File: config.mk
export PLATFORM = sky130hd
export DESIGN_NAME = tdu_dma
export DESIGN_NICKNAME = d
export VERILOG_FILES = /design/src/tdu_pkg.sv /design/src/tdu_dma.sv
export SDC_FILE = /design/constraint.sdc
export NUM_CORES = 1
export LEC_CHECK = 0
export ABC_AREA = 1
export BUFFER_PORTS_ARGS = -buffer_cell sky130_fd_sc_hd__buf_2
export CAP_MARGIN = 25
export CELL_PAD_IN_SITES_DETAIL_PLACEMENT = 1
export CELL_PAD_IN_SITES_GLOBAL_PLACEMENT = 1
export CORE_MARGIN = 2
export CORE_UTILIZATION = 45
export DETAILED_ROUTE_END_ITERATION = 7
export PLACE_DENSITY_LB_ADDON = 0.1
export SLEW_MARGIN = 20
export SYNTH_ARGS = -nofsm -noshare
export SYNTH_HDL_FRONTEND = slang
export SYNTH_SLANG_ARGS = --single-unit
File: constraint.sdc
create_clock -name i_clk -period 7.75 [get_ports i_clk]
set_input_delay 0.3875 -clock i_clk [delete_from_list [all_inputs] [get_ports i_clk]]
set_output_delay 0.3875 -clock i_clk [all_outputs]
set_load 0.02 [all_outputs]
File: src/tdu_pkg.sv
package tdu_pkg;
  // apb address: byte address = register index * 4
  localparam int unsigned ADDR_W = 10;
  // register indices of channel 0; channel 1 sits one step above
  localparam logic [7:0] IDX_SRC_LO  = 8'hc0;
  localparam logic [7:0] IDX_SRC_HI  = 8'hc2;
  localparam logic [7:0] IDX_DST_LO  = 8'hc4;
  localparam logic [7:0] IDX_DST_HI  = 8'hc6;
  localparam logic [7:0] IDX_COUNT   = 8'hc8;
  localparam logic [7:0] IDX_CTRL    = 8'hca;
  localparam logic [7:0] IDX_CH_STEP = 8'h10;
  localparam logic [7:0] IDX_CH_MASK = 8'hef;
  localparam int unsigned PTR_W   = 20;
  localparam int unsigned HI_W    = 4;
  localparam int unsigned WORD_W  = 16;
  localparam logic [PTR_W-1:0] STEP_BYTE = 20'h00001;
  localparam logic [PTR_W-1:0] STEP_WORD = 20'h00002;
  localparam logic [WORD_W-1:0] COUNT_ONE = 16'h0001;
  localparam logic [WORD_W-1:0] COUNT_ZERO = 16'h0000;

  // pacing codes
  localparam logic [1:0] PACE_UNSYNC = 2'h0;
  localparam logic [1:0] PACE_SRC    = 2'h1;
  localparam logic [1:0] PACE_DST    = 2'h2;

  // control word, msb first, one field per bit except the two-bit pacing_type
  typedef struct packed {
    logic       dst_in_memory;
    logic       dst_pointer_down;
    logic       dst_pointer_up;
    logic       src_in_memory;
    logic       src_pointer_down;
    logic       src_pointer_up;
    logic       terminal_count_stop;
    logic       irq_enable;
    logic [1:0] pacing_type;
    logic       priority_hi;
    logic       timer_request_enable;
    logic       reserved3;
    logic       run_bit_write_guard;
    logic       run_channel;
    logic       word_units;
  } tdu_ctrl_t;

  // per-channel state
  typedef struct packed {
    tdu_ctrl_t               ctrl;
    logic [WORD_W-1:0]       xfer_count;
    logic [PTR_W-1:0]        dst_ptr;
    logic [PTR_W-1:0]        src_ptr;
    logic                    timer_pending;
  } tdu_chan_t;

  // system bus request toward the bus interface
  typedef struct packed {
    logic              cyc;
    logic              write;
    logic              mem;
    logic              word;
    logic [PTR_W-1:0]  addr;
    logic [WORD_W-1:0] wdata;
  } tdu_bus_req_t;

  typedef enum logic [1:0] {
    ST_IDLE  = 2'b00,
    ST_READ  = 2'b01,
    ST_WRITE = 2'b10
  } tdu_state_t;
endpackage

File: src/tdu_dma.sv
// Our own choice: the APB register port.
`timescale 1ns/1ns
// Function
// - two channels, one selected request source each
// - any memory/io source and destination pairing
// - byte or word units, any address alignment
// - read then write, never split apart
// - count drops by one per transfer
// - destination pointer drives address lines
// - source pointer drives address lines
// - bit 15 picks destination space
// - bits 14/13 step destination pointer
// - bit 12 picks source space
// - bits 11/10 step source pointer
// - stop at zero count per bit 9 when paced; unpaced channels always stop
// - terminal count interrupt when bits 8,9 set
// - bits 7..6 choose pacing mode
// - software changes run bit only with guard bit
// - bit 0 chooses word or byte units
// - bit 5 gives channel precedence
// - bit 4 enables timer 2 requests
module tdu_dma
  import tdu_pkg::*;
(
  input  wire logic              i_clk,
  input  wire logic              i_resetn,
  // apb slave
  input  wire logic              i_psel,
  input  wire logic              i_penable,
  input  wire logic              i_pwrite,
  input  wire logic [ADDR_W-1:0] i_paddr,
  input  wire logic [31:0]       i_pwdata,
  input  wire logic [3:0]        i_pstrb,
  output logic [31:0]            o_prdata,
  output logic                   o_pready,
  output logic                   o_pslverr,
  // request sources
  input  wire logic [1:0]        i_ext_request,
  input  wire logic [1:0]        i_serial_owns,
  input  wire logic [1:0]        i_serial_request,
  input  wire logic              i_timer2_overflow,
  // system bus master
  output logic                   o_bus_hold,
  output tdu_bus_req_t           o_bus,
  input  wire logic              i_bus_ack,
  input  wire logic [WORD_W-1:0] i_bus_rdata,
  // terminal count interrupt requests
  output logic [1:0]             o_irq
);

  // whole module state in one record
  typedef struct packed {
    tdu_chan_t [1:0]   ch;          // channel registers
    tdu_state_t        state;       // transfer engine phase
    logic              act;         // channel owning the transfer
    logic [WORD_W-1:0] data;        // word carried from read to write
    logic [1:0][2:0]   pin_sync;    // three-stage pin synchronisers
    logic [1:0]        pin_level;   // filtered request pin levels
    logic [31:0]       prdata;      // registered read data
    logic              pslverr;     // registered error answer
    logic [1:0]        irq;         // one-cycle interrupt pulses
  } tdu_dma_state_t;

  tdu_dma_state_t s_ff;             // registered state
  tdu_dma_state_t nxt_s;            // its next value

  // next pointer value after one transfer; both step bits hold it
  function automatic logic [PTR_W-1:0] step_ptr(input logic [PTR_W-1:0] p,
                                                input logic down,
                                                input logic up,
                                                input logic word);
    logic [PTR_W-1:0] st;
    st = word ? STEP_WORD : STEP_BYTE;
    if (down && !up) begin
      step_ptr = p - st;
    end else if (up && !down) begin
      step_ptr = p + st;
    end else begin
      step_ptr = p;
    end
  endfunction

  // byte-lane merge of a 16-bit register
  function automatic logic [WORD_W-1:0] merge16(input logic [WORD_W-1:0] old,
                                                input logic [31:0] wd,
                                                input logic [3:0] strb);
    merge16 = old;
    if (strb[0]) begin
      merge16[7:0] = wd[7:0];
    end
    if (strb[1]) begin
      merge16[15:8] = wd[15:8];
    end
  endfunction

  // register match: word-aligned base index, either channel
  function automatic logic reg_hit(input logic [ADDR_W-1:0] a,
                                   input logic [7:0] base);
    reg_hit = (a[1:0] == 2'h0) && ((a[9:2] & IDX_CH_MASK) == base);
  endfunction

  // channel request level from its one selected source
  function automatic logic chan_req(input tdu_chan_t c,
                                    input logic pin,
                                    input logic owns,
                                    input logic ser);
    if (c.ctrl.timer_request_enable) begin
      chan_req = c.timer_pending;
    end else if (owns) begin
      chan_req = ser;
    end else begin
      chan_req = pin;
    end
  endfunction

  // true when this transfer empties the count and the channel must halt;
  // unpaced channels always halt there, paced ones only with the stop bit
  function automatic logic tc_stop(input tdu_ctrl_t ctl,
                                   input logic [WORD_W-1:0] cnt);
    tc_stop = (cnt == COUNT_ZERO) &&
              (ctl.pacing_type == PACE_UNSYNC || ctl.terminal_count_stop);
  endfunction

  logic [1:0]        want;          // channel ready to start a transfer
  logic              pick;          // arbitration winner
  logic              sel;           // apb channel select
  logic              wr_acc;        // apb write in its access phase
  logic [WORD_W-1:0] count_dec;     // count after the current transfer
  tdu_chan_t         a;             // active channel copy
  tdu_ctrl_t         wr_ctl;        // control word as software writes it

  // state update
  always_comb begin
    nxt_s = s_ff;
    nxt_s.irq = '0;
    want = '0;
    pick = 1'b0;
    // channel 1 registers sit one index step above channel 0
    sel = |(i_paddr[ADDR_W-1:2] & IDX_CH_STEP);
    wr_acc = i_psel && i_penable && i_pwrite;
    wr_ctl = tdu_ctrl_t'(i_pwdata[WORD_W-1:0]);
    a = s_ff.ch[s_ff.act];
    count_dec = a.xfer_count - COUNT_ONE;

    // pins: first stage only feeds the second; level moves when 2nd and 3rd agree
    for (int c = 0; c < 2; c++) begin
      nxt_s.pin_sync[c] = {s_ff.pin_sync[c][1:0], i_ext_request[c]};
      if (s_ff.pin_sync[c][1] == s_ff.pin_sync[c][2]) begin
        nxt_s.pin_level[c] = s_ff.pin_sync[c][2];
      end
      // unsynchronised channels run free; paced ones wait for a request
      want[c] = s_ff.ch[c].ctrl.run_channel &&
                (s_ff.ch[c].ctrl.pacing_type == PACE_UNSYNC ||
                 chan_req(s_ff.ch[c], s_ff.pin_level[c], i_serial_owns[c], i_serial_request[c]));
    end

    // channel 1 wins only when it alone holds precedence or channel 0 is quiet
    if (want[1] && (!want[0] || (s_ff.ch[1].ctrl.priority_hi && !s_ff.ch[0].ctrl.priority_hi))) begin
      pick = 1'b1;
    end

    // transfer engine
    case (s_ff.state)
      ST_IDLE: begin
        // the idle cycle after each write lets the updated run bit gate the next start
        if (want != 2'h0) begin
          nxt_s.act = pick;
          nxt_s.ch[pick].timer_pending = 1'b0;
          nxt_s.state = ST_READ;
        end
      end
      ST_READ: begin
        // no other channel can start until the write ends
        if (i_bus_ack) begin
          nxt_s.data = i_bus_rdata;
          nxt_s.state = ST_WRITE;
        end
      end
      ST_WRITE: begin
        if (i_bus_ack) begin
          nxt_s.ch[s_ff.act].src_ptr = step_ptr(a.src_ptr, a.ctrl.src_pointer_down,
                                                a.ctrl.src_pointer_up, a.ctrl.word_units);
          nxt_s.ch[s_ff.act].dst_ptr = step_ptr(a.dst_ptr, a.ctrl.dst_pointer_down,
                                                a.ctrl.dst_pointer_up, a.ctrl.word_units);
          nxt_s.ch[s_ff.act].xfer_count = count_dec;
          if (count_dec == COUNT_ZERO) begin
            // paced channels only stop with the stop bit set
            if (tc_stop(a.ctrl, count_dec)) begin
              nxt_s.ch[s_ff.act].ctrl.run_channel = 1'b0;
            end
            if (a.ctrl.irq_enable && a.ctrl.terminal_count_stop) begin
              nxt_s.irq[s_ff.act] = 1'b1;
            end
          end
          nxt_s.state = ST_IDLE;
        end
      end
      default: begin
        nxt_s.state = ST_IDLE;
      end
    endcase

    // timer overflow latches after consumption so a same-cycle event survives
    for (int c = 0; c < 2; c++) begin
      if (i_timer2_overflow && s_ff.ch[c].ctrl.timer_request_enable) begin
        nxt_s.ch[c].timer_pending = 1'b1;
      end
    end

    // apb setup phase: capture read data and error answer
    if (i_psel && !i_penable) begin
      nxt_s.pslverr = 1'b0;
      nxt_s.prdata = '0;
      if (reg_hit(i_paddr, IDX_CTRL)) begin
        nxt_s.prdata[WORD_W-1:0] = s_ff.ch[sel].ctrl;
      end else if (reg_hit(i_paddr, IDX_COUNT)) begin
        nxt_s.prdata[WORD_W-1:0] = s_ff.ch[sel].xfer_count;
      end else if (reg_hit(i_paddr, IDX_DST_HI)) begin
        nxt_s.prdata[HI_W-1:0] = s_ff.ch[sel].dst_ptr[PTR_W-1:WORD_W];
      end else if (reg_hit(i_paddr, IDX_DST_LO)) begin
        nxt_s.prdata[WORD_W-1:0] = s_ff.ch[sel].dst_ptr[WORD_W-1:0];
      end else if (reg_hit(i_paddr, IDX_SRC_HI)) begin
        nxt_s.prdata[HI_W-1:0] = s_ff.ch[sel].src_ptr[PTR_W-1:WORD_W];
      end else if (reg_hit(i_paddr, IDX_SRC_LO)) begin
        nxt_s.prdata[WORD_W-1:0] = s_ff.ch[sel].src_ptr[WORD_W-1:0];
      end else begin
        nxt_s.pslverr = 1'b1;                                           // unmapped
      end
    end

    // apb access phase write; software wins over a same-cycle hardware update
    // pointers written while their channel runs move the live bus address; stop it first
    if (wr_acc && !s_ff.pslverr) begin
      if (reg_hit(i_paddr, IDX_CTRL)) begin
        nxt_s.ch[sel].ctrl = merge16(s_ff.ch[sel].ctrl, i_pwdata, i_pstrb);
        nxt_s.ch[sel].ctrl.reserved3 = 1'b0;
        nxt_s.ch[sel].ctrl.run_bit_write_guard = 1'b0;
        // without the guard bit the run bit keeps its value
        if (!(i_pstrb[0] && wr_ctl.run_bit_write_guard)) begin
          nxt_s.ch[sel].ctrl.run_channel = s_ff.ch[sel].ctrl.run_channel;
          // a terminal stop landing in this very cycle must not be undone
          if (s_ff.state == ST_WRITE && i_bus_ack && s_ff.act == sel && tc_stop(a.ctrl, count_dec)) begin
            nxt_s.ch[sel].ctrl.run_channel = 1'b0;
          end
        end
      end else if (reg_hit(i_paddr, IDX_COUNT)) begin
        nxt_s.ch[sel].xfer_count = merge16(s_ff.ch[sel].xfer_count, i_pwdata, i_pstrb);
      end else if (reg_hit(i_paddr, IDX_DST_HI)) begin
        if (i_pstrb[0]) begin
          nxt_s.ch[sel].dst_ptr[PTR_W-1:WORD_W] = i_pwdata[HI_W-1:0];
        end
      end else if (reg_hit(i_paddr, IDX_DST_LO)) begin
        nxt_s.ch[sel].dst_ptr[WORD_W-1:0] = merge16(s_ff.ch[sel].dst_ptr[WORD_W-1:0], i_pwdata, i_pstrb);
      end else if (reg_hit(i_paddr, IDX_SRC_HI)) begin
        if (i_pstrb[0]) begin
          nxt_s.ch[sel].src_ptr[PTR_W-1:WORD_W] = i_pwdata[HI_W-1:0];
        end
      end else if (reg_hit(i_paddr, IDX_SRC_LO)) begin
        nxt_s.ch[sel].src_ptr[WORD_W-1:0] = merge16(s_ff.ch[sel].src_ptr[WORD_W-1:0], i_pwdata, i_pstrb);
      end
    end
  end

  // every register clears together so no half-programmed channel survives reset
  // single state register, synchronous reset; stopped channels keep values
  always_ff @(posedge i_clk) begin
    if (!i_resetn) begin
      s_ff <= '0;
    end else begin
      s_ff <= nxt_s;
    end
  end

  // bus drive: read phase uses source, write phase destination
  always_comb begin
    o_bus = '0;
    o_bus_hold = (s_ff.state != ST_IDLE);
    o_bus.word = a.ctrl.word_units;
    case (s_ff.state)
      ST_READ: begin
        o_bus.cyc = 1'b1;
        o_bus.mem = a.ctrl.src_in_memory;
        o_bus.addr = a.src_ptr;
      end
      ST_WRITE: begin
        o_bus.cyc = 1'b1;
        o_bus.write = 1'b1;
        o_bus.mem = a.ctrl.dst_in_memory;
        o_bus.addr = a.dst_ptr;
        o_bus.wdata = s_ff.data;
      end
      default: begin
        o_bus.word = 1'b0;                                              // bus released
      end
    endcase
  end

  // apb answers: zero wait, data captured during setup
  // a registered decode keeps the address path out of the ready timing
  assign o_pready  = 1'b1;
  assign o_prdata  = s_ff.prdata;
  assign o_pslverr = s_ff.pslverr && i_psel && i_penable;
  assign o_irq     = s_ff.irq;

endmodule

After elaboration in Yosys (flattened, before gate mapping):

Index checks and enable logic that the tools add are counted.

* order comparisons: 6
* reduce and logical (&&, ||, !) cells: 56
* muxes and demuxes: 145
* add/sub/neg operators: 5
* multiply operators: 0
* shift operators: 0
* bitwise gates (word level): 0
* divide/modulo/power cells: 0
* equality and inequality tests: 14

Operators by type and width (count)
* $bwmux W146: 15
* $mux W146: 13
* $demux W73 S1: 14
* $mux W73: 5
* $mux W8: 42
* $pmux W146 S2: 1
* $mux W20: 8
* $mux W149: 1
* $mux W148: 1
* $mux W59: 2
* $mux W57: 2
* $mux W41: 2
* $mux W16: 5
* $mux W61: 1
* $mux W60: 1
* $eq A7 B7 Y1 const B: 6
* $mux W21: 2
* $pmux W20 S2: 1
* $mux W37: 1
* $logic_and A1 B1 Y1: 31
* $mux W12: 2
* $add A20 B2 Y20: 1
* $add A20 B20 Y20: 1
* $sub A20 B2 Y20: 1
* 24 further kinds: 67

* logic and storage cells: 274
* memories kept: 0
* latch bits: 0
* bits of input ports: 75
* memory bits (writable): 0
* bits in registers: 192
* ROM bits: 0
* output and inout port bits: 77

Depth between registers and ports, before layout:

* depth in word-level cells: 26
* depth in mapped cells: 22
* mapped depth without buffers: 18

Worst setup path after synthesis:

OpenSTA, ideal clock, no wires.

* kind: register -> register
* start: register s_ff[59] (netlist bit)
* end: register s_ff[172] (netlist bit)
* cell stages (with the launch flop): 19
* setup time: 0.122 ns
* buffers on the path: 5
* clock period less this slack: 3.419 ns
* required time: 7.628 ns
* arrival: 3.297 ns
* slack: 4.331 ns
* cell sequence: dfxtp_1 > buf_6 > buf_6 > buf_6 > buf_2 > clkbuf_1 > o21ai_0 > ha_1 > inv_1 > fa_1 > inv_1 > nand2_1 > inv_1 > nand3_1 > o21ai_1 > nand2_1 > xor2_1 > o21ai_0 > a21oi_1

* word-level cells in the longest chain between the ends: 24
* elaborated cells on any way between the ends: 58
* those cells by class: add/sub (3); order compare (2); eq/ne (1); mux (41); reduce/logical (11)

RTL lines
* start, declared: line tdu_dma.sv:64 `tdu_dma_state_t s_ff;`
* start signal, assigned: line tdu_dma.sv:270 `s_ff <= nxt_s;`
* $mux W73 (not written as such) (2 in series): line tdu_dma.sv:142 `a = s_ff.ch[s_ff.act];`
* $mux W2 / $logic_not A1 Y1 (equally long branches): line tdu_dma.sv:73, tdu_dma.sv:76
* $add A20 B2 Y20 / $logic_and A1 B1 Y1 (equally long branches): line tdu_dma.sv:77, tdu_dma.sv:76
* $mux W20: line tdu_dma.sv:76 `end else if (up && !down) begin`
* $mux W20: line tdu_dma.sv:74 `if (down && !up) begin`
* $mux W20: line tdu_dma.sv:180 `if (i_bus_ack) begin`
* $mux W20: line tdu_dma.sv:163 `case (s_ff.state)`
* $bwmux W146: line tdu_dma.sv:183 `nxt_s.ch[s_ff.act].dst_ptr = step_ptr(a.dst_ptr, a.ctrl.dst_pointer_down,`
* [7 not listed]
* $bwmux W146: line tdu_dma.sv:236 `nxt_s.ch[sel].ctrl.reserved3 = 1'b0;`
* $bwmux W146: line tdu_dma.sv:237 `nxt_s.ch[sel].ctrl.run_bit_write_guard = 1'b0;`
* $bwmux W146: line tdu_dma.sv:240 `nxt_s.ch[sel].ctrl.run_channel = s_ff.ch[sel].ctrl.run_channel;`
* $bwmux W146: line tdu_dma.sv:243 `nxt_s.ch[sel].ctrl.run_channel = 1'b0;`
* $mux W146: line tdu_dma.sv:242 `if (s_ff.state == ST_WRITE && i_bus_ack && s_ff.act == sel && tc_stop(a.ctrl, count_dec)) begin`
* $mux W146: line tdu_dma.sv:239 `if (!(i_pstrb[0] && wr_ctl.run_bit_write_guard)) begin`
* $mux W146: line tdu_dma.sv:234 `if (reg_hit(i_paddr, IDX_CTRL)) begin`
* $mux W146 (*): line tdu_dma.sv:233 `if (wr_acc && !s_ff.pslverr) begin`

Every way passes the cells marked *; elsewhere a longest branch is shown, timed or not. The select of a mux whose other input is x is not followed.
A chain may end at the register's enable or synchronous reset.

Final worst setup path:

* start: register s_ff[59] (netlist bit)
* end: register s_ff[145] (netlist bit)

* word-level cells in the longest chain between the ends: 25
* elaborated cells on any way between the ends: 58
* those cells by class: add/sub (3); order compare (2); eq/ne (1); mux (41); reduce/logical (11)

RTL lines
* $mux W73 (not written as such) (2 in series): line tdu_dma.sv:142
* $mux W2 / $logic_not A1 Y1 (equally long branches): line tdu_dma.sv:73, tdu_dma.sv:76
* $add A20 B20 Y20 / $logic_and A1 B1 Y1 (equally long branches): line tdu_dma.sv:77, tdu_dma.sv:76
* $mux W20: line tdu_dma.sv:76
* $mux W20: line tdu_dma.sv:74
* $mux W20: line tdu_dma.sv:180
* $mux W20: line tdu_dma.sv:163
* $bwmux W146: line tdu_dma.sv:181 `nxt_s.ch[s_ff.act].src_ptr = step_ptr(a.src_ptr, a.ctrl.src_pointer_down,`
* [8 not listed]
* $bwmux W146: line tdu_dma.sv:236
* $bwmux W146: line tdu_dma.sv:237
* $bwmux W146: line tdu_dma.sv:240
* $bwmux W146: line tdu_dma.sv:243
* $mux W146: line tdu_dma.sv:242
* $mux W146: line tdu_dma.sv:239
* $mux W146: line tdu_dma.sv:234
* $mux W146 (*): line tdu_dma.sv:233

Marks and branches as above.

==> summary.md <==
| Metric | Value |
|---|---|
| Max incr delay on CP | `0.71 ns` |
| Syn_area_per_cell | `6.05 sq um` |
| Reg2reg setup slack | `3.37 ns` |
| Layout Cells excl Fill | `2889` |
| Tmin final | `4.38 ns` |
| CP Capture Type | `flop` |
| #FFs+latches synth | `192` |
| Top delay family on crit path | `buffers and inverters` |
| GPL Wtd Cong | `0.923` |
| Number of global-route vias before repair | `17000` |
| Reg2reg end | `s_ff[145]` |
| Initial antenna violation count | `1` |
| Critical path class | `flop to flop` |
| Arrival time worst endpoint | `4.72 ns` |
| Placed instance area | `0.0152 sq mm` |
| Post_cts resized | `0` |
| Crit. Startpoint | `s_ff[59]` |
| TritonCTS clock tree | `built` |
| Total gr overflow | `0` |
| DIE WIDTH | `185 um` |
| P_leak | `6.57 nW` |
| R2R cell count | `12` |
| Top FF cell, synth | `dfxtp_1` |
| Met2 Use GR | `60.2%` |
| Routed wire length | `64200 um` |
| Worst-path clk slew | `0.08 ns` |
| Seq/Total Area, Yosys | `26.1%` |
| EDFF count, synth | `0` |
| MaxCap Viol Count | `0` |
| PD cells | `163 mW/mm^2` |
| Worst skew pair latency | `0.47 ns` |
| # H-tree levels | `4` |
| Ordered cell list for the critical path | `buf_4 -> buf_4 -> o21ai_1 -> nand2_1 -> inv_2 -> nand2_2 -> nand2_1 -> nor2_1 -> xor2_1 -> inv_1 -> o21ai_0 -> a21oi_1` |
| Final period util | `56.5%` |
| Largest net degree at the start of global routing | `93` |
| Crit path buf inv count | `4` |
| Most common library cells after synthesis | `nand2_1 (608), o21ai_0 (330), a21oi_1 (289)` |
| Synth async-reset ratio | `0%` |
| Setup TNS | `0 ns` |
| # clock sinks | `192` |
| Status | `finished clean` |
| Cell taking the most area after synthesis | `dfxtp_1` |
| Hold_buf cts | `0` |
| Final net count | `2528` |
| Critical path fanouts, max | `55` |
| Hold_sp | `i_ext_request[0]` |
| GRT Total Usage | `37.1%` |
| Worst reg2reg path startpoint | `s_ff[59]` |
| Gr busiest metal | `met2` |
| Vias per cell | `6.03` |
| Total die area | `0.0342 sq mm` |
| CORE AREA | `0.0324 sq mm` |
| Cell total after placement | `2854` |
| Crit-path slowest cell | `nand2_1` |
| I/O Buffers | `116` |
| Diode count | `0` |
| Setup bufs post-CTS | `0` |
| Clock Tree Buf Depth | `2` |
| Measured slew at the worst slew-check pin | `1.11 ns` |
| Startpoint Class | `flop` |
| Max-slew violations | `0` |
| Final Core Density | `49.0%` |
| # DRC | `0` |
| DRT Pass-1 Iters | `6` |
| Total CTS buffers | `17` |
| Syn Inst Count | `2440` |
| Height of the chip | `185 um` |
| Hold slack | `0.102 ns` |
| Final hold viol count | `0` |
| Area Growth Syn to Fin | `7.61%` |
| Finished Cell Area | `0.0159 sq mm` |
| First-pass GRT wire length | `97200 um` |
| Fraction of layout cells with a size suffix above 1 | `10.7%` |
| Area contributors post-synth | `dfxtp_1 (26%), nand2_1 (15%), o21ai_0 (11%)` |
| Max Freq | `228 MHz` |
| Met1 usage | `47.4%` |
| Post-DR wirelength/cell | `22.2 um` |
| # setup viols final | `0` |
| Placed wire-length estimate | `45000 um` |
| Worst Skew | `0.0159 ns` |
| Critical Path Stages | `12` |
| Met3 usage | `5.88%` |
| Vias | `17400` |
| Worst setup path endpoint | `s_ff[145]` |
| Slew margin rel. | `25.7%` |
| ANT nets after route | `0` |
| Ys Warns | `0` |
| WP data required | `8.09 ns` |
| Count leader, synth | `nand2_1` |
| Worst Hold Class | `input port to flop` |
| Synth top area share | `26.1%` |
| Synthesized cell area | `0.0148 sq mm` |
| Peak VDD IR | `153 uV` |
| RSZ-0062 raised after global routing | `no` |
| Cell variety after synth | `53` |
| Fillcell total | `4565` |
| Clk root buf | `clkbuf_16` |
| Num rows | `66` |
| I/O pin cnt | `152` |
| Initial core utilization | `45.6%` |
| Detailed Route Iter0 Violations | `1569` |
logic make-up after synthesis:
kind of cell               share of synthesized area, %
AOI/OAI and AO/OA                                  31.4
xor gates and xnor gates                           1.78
adders and majority gates                          1.82
buffers and inverters                              13.3
DFF                                                26.1
other                                            0.0509
and+or+nand+nor                                    25.5
cell usage in the layout, fill, tap and decap left out, types with 17 or more instances in the layout:
cell and count:
nand4_1 20, inv_1 251, nand3_1 68, clkbuf_16 18, o21ai_2 28, dfxtp_1 191, buf_2 114, o21ai_0 330
a21oi_1 289, nor2_1 170, o21ai_1 30, buf_4 24, a211oi_1 19, nand2_1 607, inv_2 19, a221oi_1 28
a31oi_1 22, conb_1 17, o211ai_1 31, xor2_1 30
flip-flops by register name (all words and copies together) (netlist names):
name,cells
nxt_s,4
o_prdata,16
o_irq,2
s_ff,170
worst reg2reg max path, stage by stage (launching register included):
cell     delay, ns
dfxtp_4       0.63
buf_4         0.63
buf_4         0.66
o21ai_1       0.17
nand2_1       0.71
inv_2         0.36
nand2_2       0.24
nand2_1       0.13
nor2_1        0.23
xor2_1        0.18
inv_1         0.07
o21ai_0       0.16
a21oi_1       0.10
worst min-delay path by stage:
stage	slack, ns	to	cells after the start
after floorplan	0.39	nxt_s[39]	2
after global placement	0.39	nxt_s[39]	2
after detailed placement	0.41	nxt_s[39]	2
after CTS	0.1	nxt_s[38]	3
after global routing	0.1	nxt_s[38]	3
final	0.10	nxt_s[38]	3
layout make-up:
type                            instances  area, sq um  area share (%)
Timing Repair Buffer                  140          793            5.00
Sequential cell                       192         3850            24.2
Clock buffer                           19          454            2.86
Tap cell                              442          553            3.48
Clock inverter                         13          189            1.19
Inverter                              273         1020            6.46
Multi-Input combinational cell       1810         9010            56.8
metal layers:
metal	wire, um	vias to the layer above
met1	27200	8506
met3	4600	167
met2	29100	680
met4	3350	0
met5	0	-
li1	-	8055
power breakdown:
part           internal (W)  switching (W)
sequential          0.00101      0.0000143
clock              0.000516       0.000490
combinational      0.000135       0.000424
per-stage QoR:
stage / power, W / setup slack [ns]
5_1_grt: 0.00267 / 3.03
2_1_floorplan: 0.00140 / 4.33
4_1_cts: 0.00257 / 3.41
6_report: 0.00258 / 3.37
3_5_place_dp: 0.00158 / 3.42
3_3_place_gp: 0.00156 / 3.54
No activity file was read; power rests on OpenSTA's default activity.
